==> src/rtl/sds_defines.svh <==
// Function
// - Transmit and receive halves run independently, each with its own sleep control.
// - Each half has init, transfer, resync states plus sleep and high-impedance; code gives transmit TX_SLEEP, TX_PLL_ACQ, TX_XFER, TX_TRAIN, no resync.
// - Transmit serial output stays undriven while its PLL locks to word clock.
// - Once locked, transmit sends training patterns while training request is high.
// - Training word has upper nine data bits high, lower nine low.
// - Receive word and recovered clock undriven while PLL locks to reference.
// - Acquisition flag stays high until receive locks to data or training.
// - Receiver finds the rising clock edge of training in bounded time.
// - Acquisition flag falls in the same cycle as the first valid word.
// - Each serial word: start bit one, eighteen data bits, stop bit zero.
// - Transmit captures the eighteen parallel bits on each word clock rise.
// - After six word clocks of training request, parallel capture stops until release.
// - Twenty bits per word are shifted out, twenty times the word rate; code shifts one per bit_en, not tied to word clock.
// - Recovered clock is driven synchronous with the received parallel word.
// - Receive output enable decides whether word and recovered clock are driven.
// - Enable low floats those outputs; enable high restores the previous state.
// - Two successive missed clock edges drop acquisition, raise flag, restart.
// - Receive serial input is ignored while receive sleep control is low.
`ifndef SDS_DEFINES_SVH
`define SDS_DEFINES_SVH
`define SDS_DATA_BITS 18
`define SDS_FRAME_BITS 20
`define SDS_TRAIN_WORD 18'h3FE00
`define SDS_TRAIN_FRAME {1'b0, `SDS_TRAIN_WORD, 1'b1}
`define SDS_LAST_BIT 5'h13
`define SDS_MID_BIT 5'h09
`define SDS_TRAIN_HOLD 3'h6
`define SDS_TX_LOCK_EDGES 3'h4
`define SDS_RX_LOCK_EDGES 3'h4
`define SDS_ACQ_WORDS 3'h4
`define SDS_MISS_LIMIT 2'h2
`define SDS_ADR_CTRL 8'h00
`define SDS_ADR_STATUS 8'h04
`define SDS_ADR_RXWORD 8'h08
`define SDS_CTRL_RESET 5'h00
`endif

==> src/rtl/sds_pkg.sv <==
`include "sds_defines.svh"
package sds_pkg;
	typedef enum logic [1:0] {TX_SLEEP, TX_PLL_ACQ, TX_XFER, TX_TRAIN}
		sds_tx_state_type;
	typedef enum logic [2:0] {RX_SLEEP, RX_REF_ACQ, RX_ACQ, RX_XFER,
		RX_RESYNC} sds_rx_state_type;
	typedef struct packed {
		logic train;
		logic rx_oe;
		logic tx_drive;
		logic rx_sleep_n;
		logic tx_sleep_n;
	} sds_ctrl_type;
	typedef struct packed {
		logic clock;
		logic [`SDS_DATA_BITS-1:0] word;
	} sds_rx_out_type;
endpackage : sds_pkg

==> src/rtl/sds_sync.sv <==
`timescale 1ns/100ps
module sds_sync #(
	parameter int W = 1
) (
	// Clock and reset
	input wire logic clk,
	input wire logic reset,
	// Foreign level
	input wire logic [W-1:0] d,
	// Synchronised level and its rising edge
	output logic [W-1:0] q,
	output logic [W-1:0] rise
);
	logic [W-1:0] meta_reg;
	logic [W-1:0] meta_next;
	logic [W-1:0] q_reg;
	logic [W-1:0] q_next;
	logic [W-1:0] prev_reg;
	logic [W-1:0] prev_next;

	always_comb begin
		meta_next = d;
		q_next = meta_reg;
		prev_next = q_reg;
	end

	always_ff @(posedge clk) begin
		if (reset) begin
			meta_reg <= '0;
			q_reg <= '0;
			prev_reg <= '0;
		end else begin
			meta_reg <= meta_next;
			q_reg <= q_next;
			prev_reg <= prev_next;
		end
	end

	assign q = q_reg;
	assign rise = q_reg & ~prev_reg;
endmodule : sds_sync

==> src/rtl/sds_serdes.sv <==
// Implementation choices: the Wishbone slave port and the placing of the registers.
`timescale 1ns/100ps
`include "sds_defines.svh"
module sds_serdes #(
	parameter int BIT_DIV = 1
) (
	// Clock and reset
	input wire logic clk,
	input wire logic reset,
	// Wishbone slave
	input wire logic wb_cyc_i,
	input wire logic wb_stb_i,
	input wire logic wb_we_i,
	input wire logic [7:0] wb_adr_i,
	input wire logic [3:0] wb_sel_i,
	input wire logic [31:0] wb_dat_i,
	output logic [31:0] wb_dat_o,
	output logic wb_ack_o,
	// Transmit half
	input wire logic transmit_word_clock,
	input wire logic [`SDS_DATA_BITS-1:0] parallel_tx_word,
	output logic tx_serial_out,
	output logic tx_serial_oe,
	// Receive half
	input wire logic receive_reference_clock,
	input wire logic rx_serial_in,
	output logic [`SDS_DATA_BITS-1:0] parallel_rx_word,
	output logic parallel_rx_word_oe,
	output logic recovered_clock,
	output logic recovered_clock_oe,
	output logic rx_acquired_n
);
	import sds_pkg::*;

	logic [`SDS_DATA_BITS-1:0] tx_data_s;
	logic [`SDS_DATA_BITS-1:0] unused_rise;
	logic serial_s;
	logic ref_s;
	logic word_s;
	logic serial_rise;
	logic ref_rise;
	logic word_rise;

	// All pins from outside the clock domain pass two flops first
	sds_sync #(.W(`SDS_DATA_BITS + 3)) u_sync (
		.clk(clk),
		.reset(reset),
		.d({parallel_tx_word, rx_serial_in, receive_reference_clock,
			transmit_word_clock}),
		.q({tx_data_s, serial_s, ref_s, word_s}),
		.rise({unused_rise, serial_rise, ref_rise, word_rise})
	);

	// Bit-rate enable shared by both halves
	logic [7:0] div_reg;
	logic [7:0] div_next;
	logic bit_en;

	assign bit_en = (div_reg == 8'(BIT_DIV - 1));

	always_comb begin
		div_next = bit_en ? 8'h00 : div_reg + 8'h01;
	end

	always_ff @(posedge clk) begin
		if (reset) begin
			div_reg <= 8'h00;
		end else begin
			div_reg <= div_next;
		end
	end

	// Register file
	sds_ctrl_type ctrl_reg;
	sds_ctrl_type ctrl_next;
	logic ack_reg;
	logic ack_next;
	logic [31:0] dat_reg;
	logic [31:0] dat_next;
	logic [5:0] status;
	sds_tx_state_type tx_state_reg;
	sds_tx_state_type tx_state_next;
	sds_rx_state_type rx_state_reg;
	sds_rx_state_type rx_state_next;
	sds_rx_out_type rx_out_reg;
	sds_rx_out_type rx_out_next;
	logic tx_block;
	logic rx_live;

	assign status = {rx_state_reg == RX_RESYNC, ~rx_acquired_n, rx_live,
		tx_block, tx_state_reg == TX_TRAIN, tx_serial_oe};

	always_comb begin
		ctrl_next = ctrl_reg;
		ack_next = 1'b0;
		dat_next = dat_reg;
		if (wb_cyc_i && wb_stb_i && !ack_reg) begin
			ack_next = 1'b1;
			dat_next = 32'h00000000;
			if (wb_adr_i == `SDS_ADR_CTRL) begin
				dat_next = {27'h0000000, ctrl_reg};
				if (wb_we_i && wb_sel_i[0]) begin
					ctrl_next = wb_dat_i[4:0];
				end
			end else if (wb_adr_i == `SDS_ADR_STATUS) begin
				dat_next = {26'h0000000, status};
			end else if (wb_adr_i == `SDS_ADR_RXWORD) begin
				dat_next = {14'h0000, rx_out_reg.word};
			end
		end
	end

	always_ff @(posedge clk) begin
		if (reset) begin
			ctrl_reg <= `SDS_CTRL_RESET;
			ack_reg <= 1'b0;
			dat_reg <= 32'h00000000;
		end else begin
			ctrl_reg <= ctrl_next;
			ack_reg <= ack_next;
			dat_reg <= dat_next;
		end
	end

	assign wb_ack_o = ack_reg;
	assign wb_dat_o = dat_reg;

	// Transmit half
	logic [2:0] tx_edge_reg;
	logic [2:0] tx_edge_next;
	logic [2:0] train_cnt_reg;
	logic [2:0] train_cnt_next;
	logic [`SDS_FRAME_BITS-1:0] next_frame_reg;
	logic [`SDS_FRAME_BITS-1:0] next_frame_next;
	logic [`SDS_FRAME_BITS-1:0] tx_shift_reg;
	logic [`SDS_FRAME_BITS-1:0] tx_shift_next;
	logic [4:0] tx_bit_reg;
	logic [4:0] tx_bit_next;
	logic tx_load;
	logic tx_active;

	assign tx_block = (train_cnt_reg == `SDS_TRAIN_HOLD);
	assign tx_active = (tx_state_reg == TX_XFER) || (tx_state_reg == TX_TRAIN);

	always_comb begin
		tx_state_next = tx_state_reg;
		tx_edge_next = tx_edge_reg;
		train_cnt_next = train_cnt_reg;
		next_frame_next = next_frame_reg;
		tx_shift_next = tx_shift_reg;
		tx_bit_next = tx_bit_reg;
		tx_load = 1'b0;
		case (tx_state_reg)
			TX_SLEEP: begin
				tx_edge_next = 3'h0;
				tx_state_next = TX_PLL_ACQ;
			end
			TX_PLL_ACQ: begin
				tx_bit_next = `SDS_LAST_BIT;
				tx_shift_next = '0;
				if (word_rise) begin
					tx_edge_next = tx_edge_reg + 3'h1;
					if (tx_edge_reg == `SDS_TX_LOCK_EDGES - 3'h1) begin
						tx_state_next = TX_XFER;
					end
				end
			end
			TX_XFER: begin
				if (ctrl_reg.train) begin
					tx_state_next = TX_TRAIN;
				end
			end
			default: begin
				if (!ctrl_reg.train) begin
					tx_state_next = TX_XFER;
				end
			end
		endcase
		if (!ctrl_reg.train) begin
			train_cnt_next = 3'h0;
		end else if (word_rise && !tx_block) begin
			train_cnt_next = train_cnt_reg + 3'h1;
		end
		if (word_rise && !tx_block) begin
			next_frame_next = {1'b0, tx_data_s, 1'b1};
		end
		if (tx_active && bit_en) begin
			if (tx_bit_reg == `SDS_LAST_BIT) begin
				tx_load = 1'b1;
				tx_bit_next = 5'h00;
				if (tx_state_reg == TX_TRAIN) begin
					tx_shift_next = `SDS_TRAIN_FRAME;
				end else begin
					tx_shift_next = next_frame_reg;
				end
			end else begin
				tx_bit_next = tx_bit_reg + 5'h01;
				tx_shift_next = {1'b0, tx_shift_reg[`SDS_FRAME_BITS-1:1]};
			end
		end
		if (!ctrl_reg.tx_sleep_n) begin
			tx_state_next = TX_SLEEP;
		end
	end

	always_ff @(posedge clk) begin
		if (reset) begin
			tx_state_reg <= TX_SLEEP;
			tx_edge_reg <= 3'h0;
			train_cnt_reg <= 3'h0;
			next_frame_reg <= '0;
			tx_shift_reg <= '0;
			tx_bit_reg <= 5'h00;
		end else begin
			tx_state_reg <= tx_state_next;
			tx_edge_reg <= tx_edge_next;
			train_cnt_reg <= train_cnt_next;
			next_frame_reg <= next_frame_next;
			tx_shift_reg <= tx_shift_next;
			tx_bit_reg <= tx_bit_next;
		end
	end

	assign tx_serial_out = tx_shift_reg[0];
	assign tx_serial_oe = tx_active && ctrl_reg.tx_drive;

	// Receive half
	logic [2:0] ref_cnt_reg;
	logic [2:0] ref_cnt_next;
	logic [`SDS_FRAME_BITS-1:0] rx_shift_reg;
	logic [`SDS_FRAME_BITS-1:0] rx_shift_next;
	logic [`SDS_FRAME_BITS-1:0] sh_in;
	logic [4:0] rx_bit_reg;
	logic [4:0] rx_bit_next;
	logic slip_reg;
	logic slip_next;
	logic [2:0] good_reg;
	logic [2:0] good_next;
	logic [1:0] miss_reg;
	logic [1:0] miss_next;
	logic acq_n_reg;
	logic acq_n_next;
	logic deliver;
	logic frame_ok;
	logic serial_bit;

	assign serial_bit = ctrl_reg.rx_sleep_n & serial_s;
	assign sh_in = {serial_bit, rx_shift_reg[`SDS_FRAME_BITS-1:1]};
	assign frame_ok = sh_in[0] & ~sh_in[`SDS_FRAME_BITS-1];
	assign rx_live = (rx_state_reg == RX_ACQ) || (rx_state_reg == RX_XFER)
		|| (rx_state_reg == RX_RESYNC);

	always_comb begin
		rx_state_next = rx_state_reg;
		ref_cnt_next = ref_cnt_reg;
		rx_shift_next = rx_shift_reg;
		rx_bit_next = rx_bit_reg;
		slip_next = slip_reg;
		good_next = good_reg;
		miss_next = miss_reg;
		acq_n_next = acq_n_reg;
		rx_out_next = rx_out_reg;
		deliver = 1'b0;
		if (rx_live && bit_en) begin
			rx_shift_next = sh_in;
		end
		case (rx_state_reg)
			RX_SLEEP: begin
				ref_cnt_next = 3'h0;
				rx_state_next = RX_REF_ACQ;
			end
			RX_REF_ACQ: begin
				if (ref_rise) begin
					ref_cnt_next = ref_cnt_reg + 3'h1;
					if (ref_cnt_reg == `SDS_RX_LOCK_EDGES - 3'h1) begin
						rx_state_next = RX_ACQ;
						rx_bit_next = 5'h00;
						good_next = 3'h0;
						slip_next = 1'b0;
					end
				end
			end
			RX_XFER: begin
				if (bit_en) begin
					if (rx_bit_reg == `SDS_MID_BIT) begin
						rx_out_next.clock = 1'b0;
					end
					if (rx_bit_reg == `SDS_LAST_BIT) begin
						rx_bit_next = 5'h00;
						deliver = 1'b1;
						if (frame_ok) begin
							miss_next = 2'h0;
						end else if (miss_reg == `SDS_MISS_LIMIT - 2'h1) begin
							deliver = 1'b0;
							acq_n_next = 1'b1;
							rx_state_next = RX_RESYNC;
							rx_out_next.clock = 1'b0;
							good_next = 3'h0;
						end else begin
							miss_next = miss_reg + 2'h1;
						end
					end else begin
						rx_bit_next = rx_bit_reg + 5'h01;
					end
				end
			end
			default: begin
				if (bit_en) begin
					if (sh_in == `SDS_TRAIN_FRAME) begin
						deliver = 1'b1;
					end else if (slip_reg) begin
						slip_next = 1'b0;
					end else if (rx_bit_reg == `SDS_LAST_BIT) begin
						rx_bit_next = 5'h00;
						if (!frame_ok) begin
							good_next = 3'h0;
							slip_next = 1'b1;
						end else if (good_reg == `SDS_ACQ_WORDS - 3'h1) begin
							deliver = 1'b1;
						end else begin
							good_next = good_reg + 3'h1;
						end
					end else begin
						rx_bit_next = rx_bit_reg + 5'h01;
					end
					if (deliver) begin
						rx_state_next = RX_XFER;
						rx_bit_next = 5'h00;
						miss_next = 2'h0;
						good_next = 3'h0;
					end
				end
			end
		endcase
		if (deliver) begin
			rx_out_next.word = sh_in[`SDS_DATA_BITS:1];
			rx_out_next.clock = 1'b1;
			acq_n_next = 1'b0;
		end
		if (!ctrl_reg.rx_sleep_n) begin
			rx_state_next = RX_SLEEP;
			acq_n_next = 1'b1;
			rx_out_next.clock = 1'b0;
		end
	end

	always_ff @(posedge clk) begin
		if (reset) begin
			rx_state_reg <= RX_SLEEP;
			ref_cnt_reg <= 3'h0;
			rx_shift_reg <= '0;
			rx_bit_reg <= 5'h00;
			slip_reg <= 1'b0;
			good_reg <= 3'h0;
			miss_reg <= 2'h0;
			acq_n_reg <= 1'b1;
			rx_out_reg <= '0;
		end else begin
			rx_state_reg <= rx_state_next;
			ref_cnt_reg <= ref_cnt_next;
			rx_shift_reg <= rx_shift_next;
			rx_bit_reg <= rx_bit_next;
			slip_reg <= slip_next;
			good_reg <= good_next;
			miss_reg <= miss_next;
			acq_n_reg <= acq_n_next;
			rx_out_reg <= rx_out_next;
		end
	end

	assign parallel_rx_word = rx_out_reg.word;
	assign recovered_clock = rx_out_reg.clock;
	assign parallel_rx_word_oe = rx_live && ctrl_reg.rx_oe;
	assign recovered_clock_oe = rx_live && ctrl_reg.rx_oe;
	assign rx_acquired_n = acq_n_reg;
endmodule : sds_serdes

==> config.mk <==
export PLATFORM = sky130hd
export DESIGN_NAME = sds_serdes
export DESIGN_NICKNAME = d
export VERILOG_FILES = /design/src/rtl/sds_pkg.sv /design/src/rtl/sds_sync.sv /design/src/rtl/sds_serdes.sv
export VERILOG_INCLUDE_DIRS = /design/src /design/src/rtl
export SDC_FILE = /design/constraint.sdc
export NUM_CORES = 1
export LEC_CHECK = 0
export ABC_AREA = 1
export BUFFER_PORTS_ARGS = -buffer_cell sky130_fd_sc_hd__buf_2
export CORE_ASPECT_RATIO = 1.1
export CORE_MARGIN = 4
export CORE_UTILIZATION = 49
export DETAILED_ROUTE_END_ITERATION = 8
export HOLD_SLACK_MARGIN = 0.1
export PLACE_DENSITY = 0.67
export SLEW_MARGIN = 40
export SYNTH_ARGS = -nofsm -noshare
export SYNTH_HDL_FRONTEND = slang
export SYNTH_SLANG_ARGS = --single-unit
==> constraint.sdc <==
create_clock -name clk -period 2.1 [get_ports clk]
set_clock_uncertainty 0.2 [all_clocks]
set_input_delay 0.21 -clock clk [delete_from_list [all_inputs] [get_ports clk]]
set_output_delay 0.21 -clock clk [all_outputs]
set_load 0.02 [all_outputs]
==> out/summary.txt, run 1 <==
Util after Layout = 61.6%
Asr flop ratio synth = 0%
Total grt overflow = 0
Setup-failing EPs final = 0
CP max stage delay = 310 ps
Total Routing Usage GR = 19.1%
GPL Wtd Cong = 0.817
Post-route ant nets = 0
Req. time, crit path = 2250 ps
Pwr Total = 7.10 mW
Slew Limit Fails = 0
Htree depth = 4
Synth Area in XOR/XNOR = 0.232%
Post-route DRC violation count = 0
Synth Area in Compound Gates = 12.0%
Worst Reg2Reg Path Length in Cells = 10
Synth area leaders = dfxtp_1 (49%), nor2_1 (11%), nand2_1 (8.0%)
Area growth syn-to-layout = 23.0%
Max_cap viols = 0
Multiplexer area fraction after synthesis = 0%
Antenna diode count = 0
Pwr dens = 765 nW/µm²
Worst reg2reg setup slack = 130 ps
Share of the synthesized area in the top cell type = 48.6%
CTS Buf Count = 17
Worst setup path startpoint = div_reg[0]
Slowest cell on crit path = dfxtp_1
1st-pass router iterations = 5
IO Port Bufs = 82
Nets = 1223
Outcome = finished, final reports clean
Antenna violations before repair = 0
Clk buf depth = 2
Die H = 138 µm
Crit end category = flop
Unrepaired setup endpoints after global routing = yes
Number of synthesized flops with an enable pin = 0
Top cells by count, synth = nor2_1 (212), dfxtp_1 (183), nand2_1 (161)
Pin count of the biggest net entering global routing = 93
Min Clock Period, post-route = 1970 ps
Most common cell in the synthesized netlist = nor2_1
Syn. warnings = 0
Via-to-Cell Ratio = 4.85
Worst EP arrival = 2110 ps
Share of layout cells above drive strength 1 = 16.1%
Syn Area/Cell = 7.47 µm²
First-pass GRT wire length = 28000 µm
Detailed Place HPWL = 10900 µm
CTS root buffer = clkbuf_16
Critical Path, Cell by Cell = inv_1, ha_2, nand3_2, nor2_4, nand2_4, buf_6, a21oi_4, clkbuf_16, nand2_1, a31oi_1
Initial drt markers = 343
Largest family of logic cells by synthesized area = simple AND/OR/NAND/NOR gates
Distinct cells, synth = 44
WS Path Type = flop to flop
Slew headroom = 62.9%
Critical Path End = tx_shift_reg[4]
Die Footprint = 17400 µm²
Hold Violations, Final = 0
Ys flop type = dfxtp_1
Io pins = 127
Initial core utilization = 50.1%
Adder-cell share of the synthesized area = 2.32%
Post-Syn Area = 7540 µm²
Critical-path maximum fanout = 8
Site Rows = 47
Clock slew at reported path FFs = 60 ps
Worst Tran Pin Value = 551 ps
Syn Inst Count = 1010
Period Utilization, post-route = 93.6%
Post-Route WL = 16600 µm
Die width = 126 µm
P_leak = 4.21 nW
WL/cell = 12.3 µm
Post-synthesis sequential area ratio = 48.6%
Hold crit path type = input port to flop
Number of global-route vias before repair = 5939
Yosys reg bits = 183
Sink Count = 183
R2R Path End = tx_shift_reg[4]
Area leader, netlist = dfxtp_1
Core area = 15100 µm²
Worst-Skew Late Latency = 420 ps
R2R Path Start = div_reg[0]
DR vias = 6532
Post-Synth Simple-Gate Area = 26.7%
Peak VDD IR = 0.000541 V
Launching element type of the critical path = flop
Highest Clock Rate = 508 MHz
CTS tree = yes
## how the worst min path moves through the flow
stage / startpoint / to / cells past startpoint
floorplan: transmit_word_clock / u_sync.meta_reg[0] / 2
global placement: u_sync.meta_reg[3] / u_sync.q[3] / 2
detailed placement: u_sync.meta_reg[6] / u_sync.q[6] / 2
CTS: wb_adr_i[1] / wb_dat_o[12] / 5
global route: wb_adr_i[0] / wb_dat_o[12] / 5
finish: wb_adr_i[1] / wb_dat_o[12] / 5
## per-stage QoR
| step | TNS, ps | hold slack, ps | std cells | cell area (µm²) | setup slack (ps) |
|---|---|---|---|---|---|
| after CTS | 0 | 124 | 1340 | 9140 | 4.64 |
| after global placement | -122 | 190 | 1274 | 8180 | -25.8 |
| after detailed placement | -640 | 194 | 1274 | 8180 | -61.2 |
| after floorplan | 0 | 117 | 1023 | 7590 | 256 |
| after global routing | -23.1 | 182 | 1346 | 9280 | -8.79 |
| final | 0 | 143 | 1346 | 9280 | 133 |
## layer usage
layer  global-route usage [%]  wire length [µm]  vias to the layer above
met3                     4.17               686                       12
met4                     4.97               170                        0
met2                     31.1              7830                      123
met1                     25.7              7930                     2975
met5                        0                 0                        -
li1                         -                 -                     3422
## cell type report
type | count | area [µm²]
clock inverters | 7 | 119
well taps | 196 | 245
inverters | 124 | 473
multi-input cells | 666 | 3230
clock buffers | 23 | 478
flip-flops and latches | 183 | 3660
fillers | 1392 | 5780
repair buffers | 147 | 1070
## report_power, final
part / switching, mW / total (mW) / internal [mW]
combinational: 0.180 / 0.310 / 0.130
clock: 1.28 / 3.23 / 1.96
sequential: 0.0213 / 3.56 / 3.53
## cell usage in the layout (no fill, tap or decap), types with 3 or more instances in the layout
master	count
a31oi_1	19
buf_2	81
conb_1	14
nand2_4	3
nand3_1	45
nand2_2	6
nand2_1	159
or2_2	3
nand3_2	5
dfxtp_1	182
ha_1	12
o21a_1	5
a21oi_4	3
dlygate4sd3_1	36
buf_4	23
o21ai_1	6
inv_2	8
clkbuf_16	18
nor2_1	209
bufinv_16	3
clkbuf_8	3
o21ai_0	76
clkbuf_1	3
buf_12	4
a21oi_1	53
nand4_1	9
inv_1	113
nor2_4	4
nor3_1	8
nor2_2	6
## worst max-delay path, delay by kind of cell, from the launching register on
family / cells / cell delay [ps]
DFF: 1 / 310
AOI/OAI and AO/OA: 2 / 360
and+or+nand+nor: 4 / 430
buffers and inverters: 3 / 400
adders and majority gates: 1 / 190
## logic make-up after synthesis
logic type,after synthesis
xor+xnor,2
simple gates,468
other cells,1
flops,183
fa+ha+maj,14
compound gates,167
buf+inv,175
## repair_timing
action / 4_1_cts / 5_1_grt
resized for setup: 1 / 20
hold buffers: 36 / 0
pin swaps: 0 / 6
endpoints found under the hold margin: 37 / 0
gates cloned: 0 / 2
endpoints found under the setup margin: 20 / 45
buffers inserted: 0 / 4
Note: power is estimated with default switching activity, not from simulation.
==> run 2: changes to the inputs <==
--- a/config.mk
+++ b/config.mk
@@ -10,10 +10,10 @@
 export BUFFER_PORTS_ARGS = -buffer_cell sky130_fd_sc_hd__buf_2
 export CORE_ASPECT_RATIO = 1.1
 export CORE_MARGIN = 4
-export CORE_UTILIZATION = 49
+export CORE_UTILIZATION = 45
 export DETAILED_ROUTE_END_ITERATION = 8
 export HOLD_SLACK_MARGIN = 0.1
-export PLACE_DENSITY = 0.67
+export PLACE_DENSITY = 0.62
 export SLEW_MARGIN = 40
 export SYNTH_ARGS = -nofsm -noshare
 export SYNTH_HDL_FRONTEND = slang
==> out/summary.txt, run 2 (synthesized netlist as in run 1, its figures left out) <==
Post-route DRC violation count = 0
IO Port Bufs = 82
Initial core utilization = 45.9%
Detailed Place HPWL = 11200 µm
Setup-failing EPs final = 0
Number of global-route vias before repair = 5943
Pwr dens = 730 nW/µm²
Launching element type of the critical path = flop
Die width = 131 µm
1st-pass router iterations = 5
Most frequent cells in the layout = nor2_1 (211), dfxtp_1 (181), nand2_1 (160)
Final setup margin = 112 ps
Fill cells = 1549
Hold Violations, Final = 0
Slowest cell on crit path = dfxtp_1
Post-route ant nets = 0
First-pass GRT wire length = 28600 µm
Pwr Total = 6.81 mW
Hold crit path type = input port to flop
Max_cap viols = 0
Die H = 144 µm
Worst EP arrival = 2110 ps
Critical Path, Cell by Cell = inv_1, ha_1, nand3_1, nor2_4, nand3_2, a21oi_4, buf_4, nand2_4, o21ai_0, nor2_1
Antenna diode count = 0
Slew Limit Fails = 0
Outcome = finished, final reports clean
Slew headroom = 64.6%
Most common cell after layout, fill and taps aside = nor2_1
Share of layout cells above drive strength 1 = 16.3%
CTS tree = yes
Clock slew at reported path FFs = 70 ps
GPL Wtd Cong = 0.822
WS Path Type = flop to flop
Critical-path maximum fanout = 12
Htree depth = 4
Post-Route WL = 17100 µm
Clk buf depth = 2
Via-to-Cell Ratio = 4.76
Worst-Skew Late Latency = 430 ps
Req. time, crit path = 2220 ps
Highest Clock Rate = 503 MHz
Pin count of the biggest net entering global routing = 77
Total Routing Usage GR = 18.1%
Period Utilization, post-route = 94.7%
CP delay by family, top = simple AND/OR/NAND/NOR gates
Placed insts = 1285
Min Clock Period, post-route = 1990 ps
Site Rows = 49
Initial drt markers = 398
Total grt overflow = 0
Antenna violations before repair = 0
P_leak = 4.23 nW
Core area = 16400 µm²
Setup TNS = 0 ps
Area growth syn-to-layout = 23.7%
Worst Tran Pin Value = 527 ps
Io pins = 127
CP max stage delay = 310 ps
Sink Count = 183
CTS Buf Count = 17
CTS root buffer = clkbuf_16
Nets = 1233
Crit end category = flop
Die Footprint = 18900 µm²
Hold slack = 176 ps
Worst slack at placement = 63.8 ps
Finished Layout Cells = 1366
WP buf/inv = 2
DR vias = 6508
Peak VDD IR = 0.000603 V
WL/cell = 12.5 µm
run 2: cell count changes in the layout (fill, tap and decap cells not counted), moves of 3 or more:
| cell | delta |
|---|---|
| buf_4 | +5 |
| bufinv_16 | -3 |
| clkinvlp_4 | +4 |
| dlygate4sd3_1 | +5 |
run 2: per-layer routing:
| metal | track usage, % | vias to the layer above | wire (µm) |
|---|---|---|---|
| met3 | 3.57 | 21 | 600 |
| met4 | 6.47 | 0 | 259 |
| li1 | - | 3450 | - |
| met5 | 0 | - | 0 |
| met1 | 24.5 | 2932 | 8430 |
| met2 | 29.3 | 105 | 7830 |
run 2: worst paths after layout:
kind	start	cells past startpoint	endpoint	slack (ps)
min	wb_stb_i	6	wb_dat_o[5]	180
min reg2reg	u_sync.meta_reg[7]	2	u_sync.q[7]	190
max reg2reg	div_reg[0]	10	parallel_rx_word[5]	110
max	div_reg[0]	10	parallel_rx_word[5]	110
run 2: cell type report:
class                           count  area [µm²]  area share, %
Clock inverter                     12        96.3           1.03
Timing Repair Buffer              155        1130           12.1
Clock buffer                       20         447           4.79
Inverter                          124         478           5.12
Multi-Input combinational cell    668        3260           34.9
Sequential cell                   183        3670           39.3
Tap cell                          204         255           2.74
run 2: repair_timing:
item                                    CTS  global route
pin swaps                                 0             3
resized for setup                         1            20
cloned                                    0             3
endpoints found under the setup margin    2            43
hold endpoints to repair                 45             0
setup buffers                             0             5
hold buffers                             41             0
run 2: power by group:
group          internal, mW  switching, mW  total (mW)  leakage, nW
clock                  1.56           1.38        2.94        0.247
combinational         0.137          0.182       0.319         2.49
sequential             3.53         0.0211        3.55         1.49
run 2: tightest hold or removal path, delay by kind of cell:
family	cells	cell delay [ps]
buffers and inverters	2	300
AOI/OAI and AO/OA	1	50
and+or+nand+nor	3	180
run 2: metrics by stage:
stage	utilization, %	instance area (µm²)
final	56.8	9330
after CTS	55.8	9170
after floorplan	-	7590
after detailed placement	50.0	8210
after global placement	50.0	8210
after global routing	56.8	9330
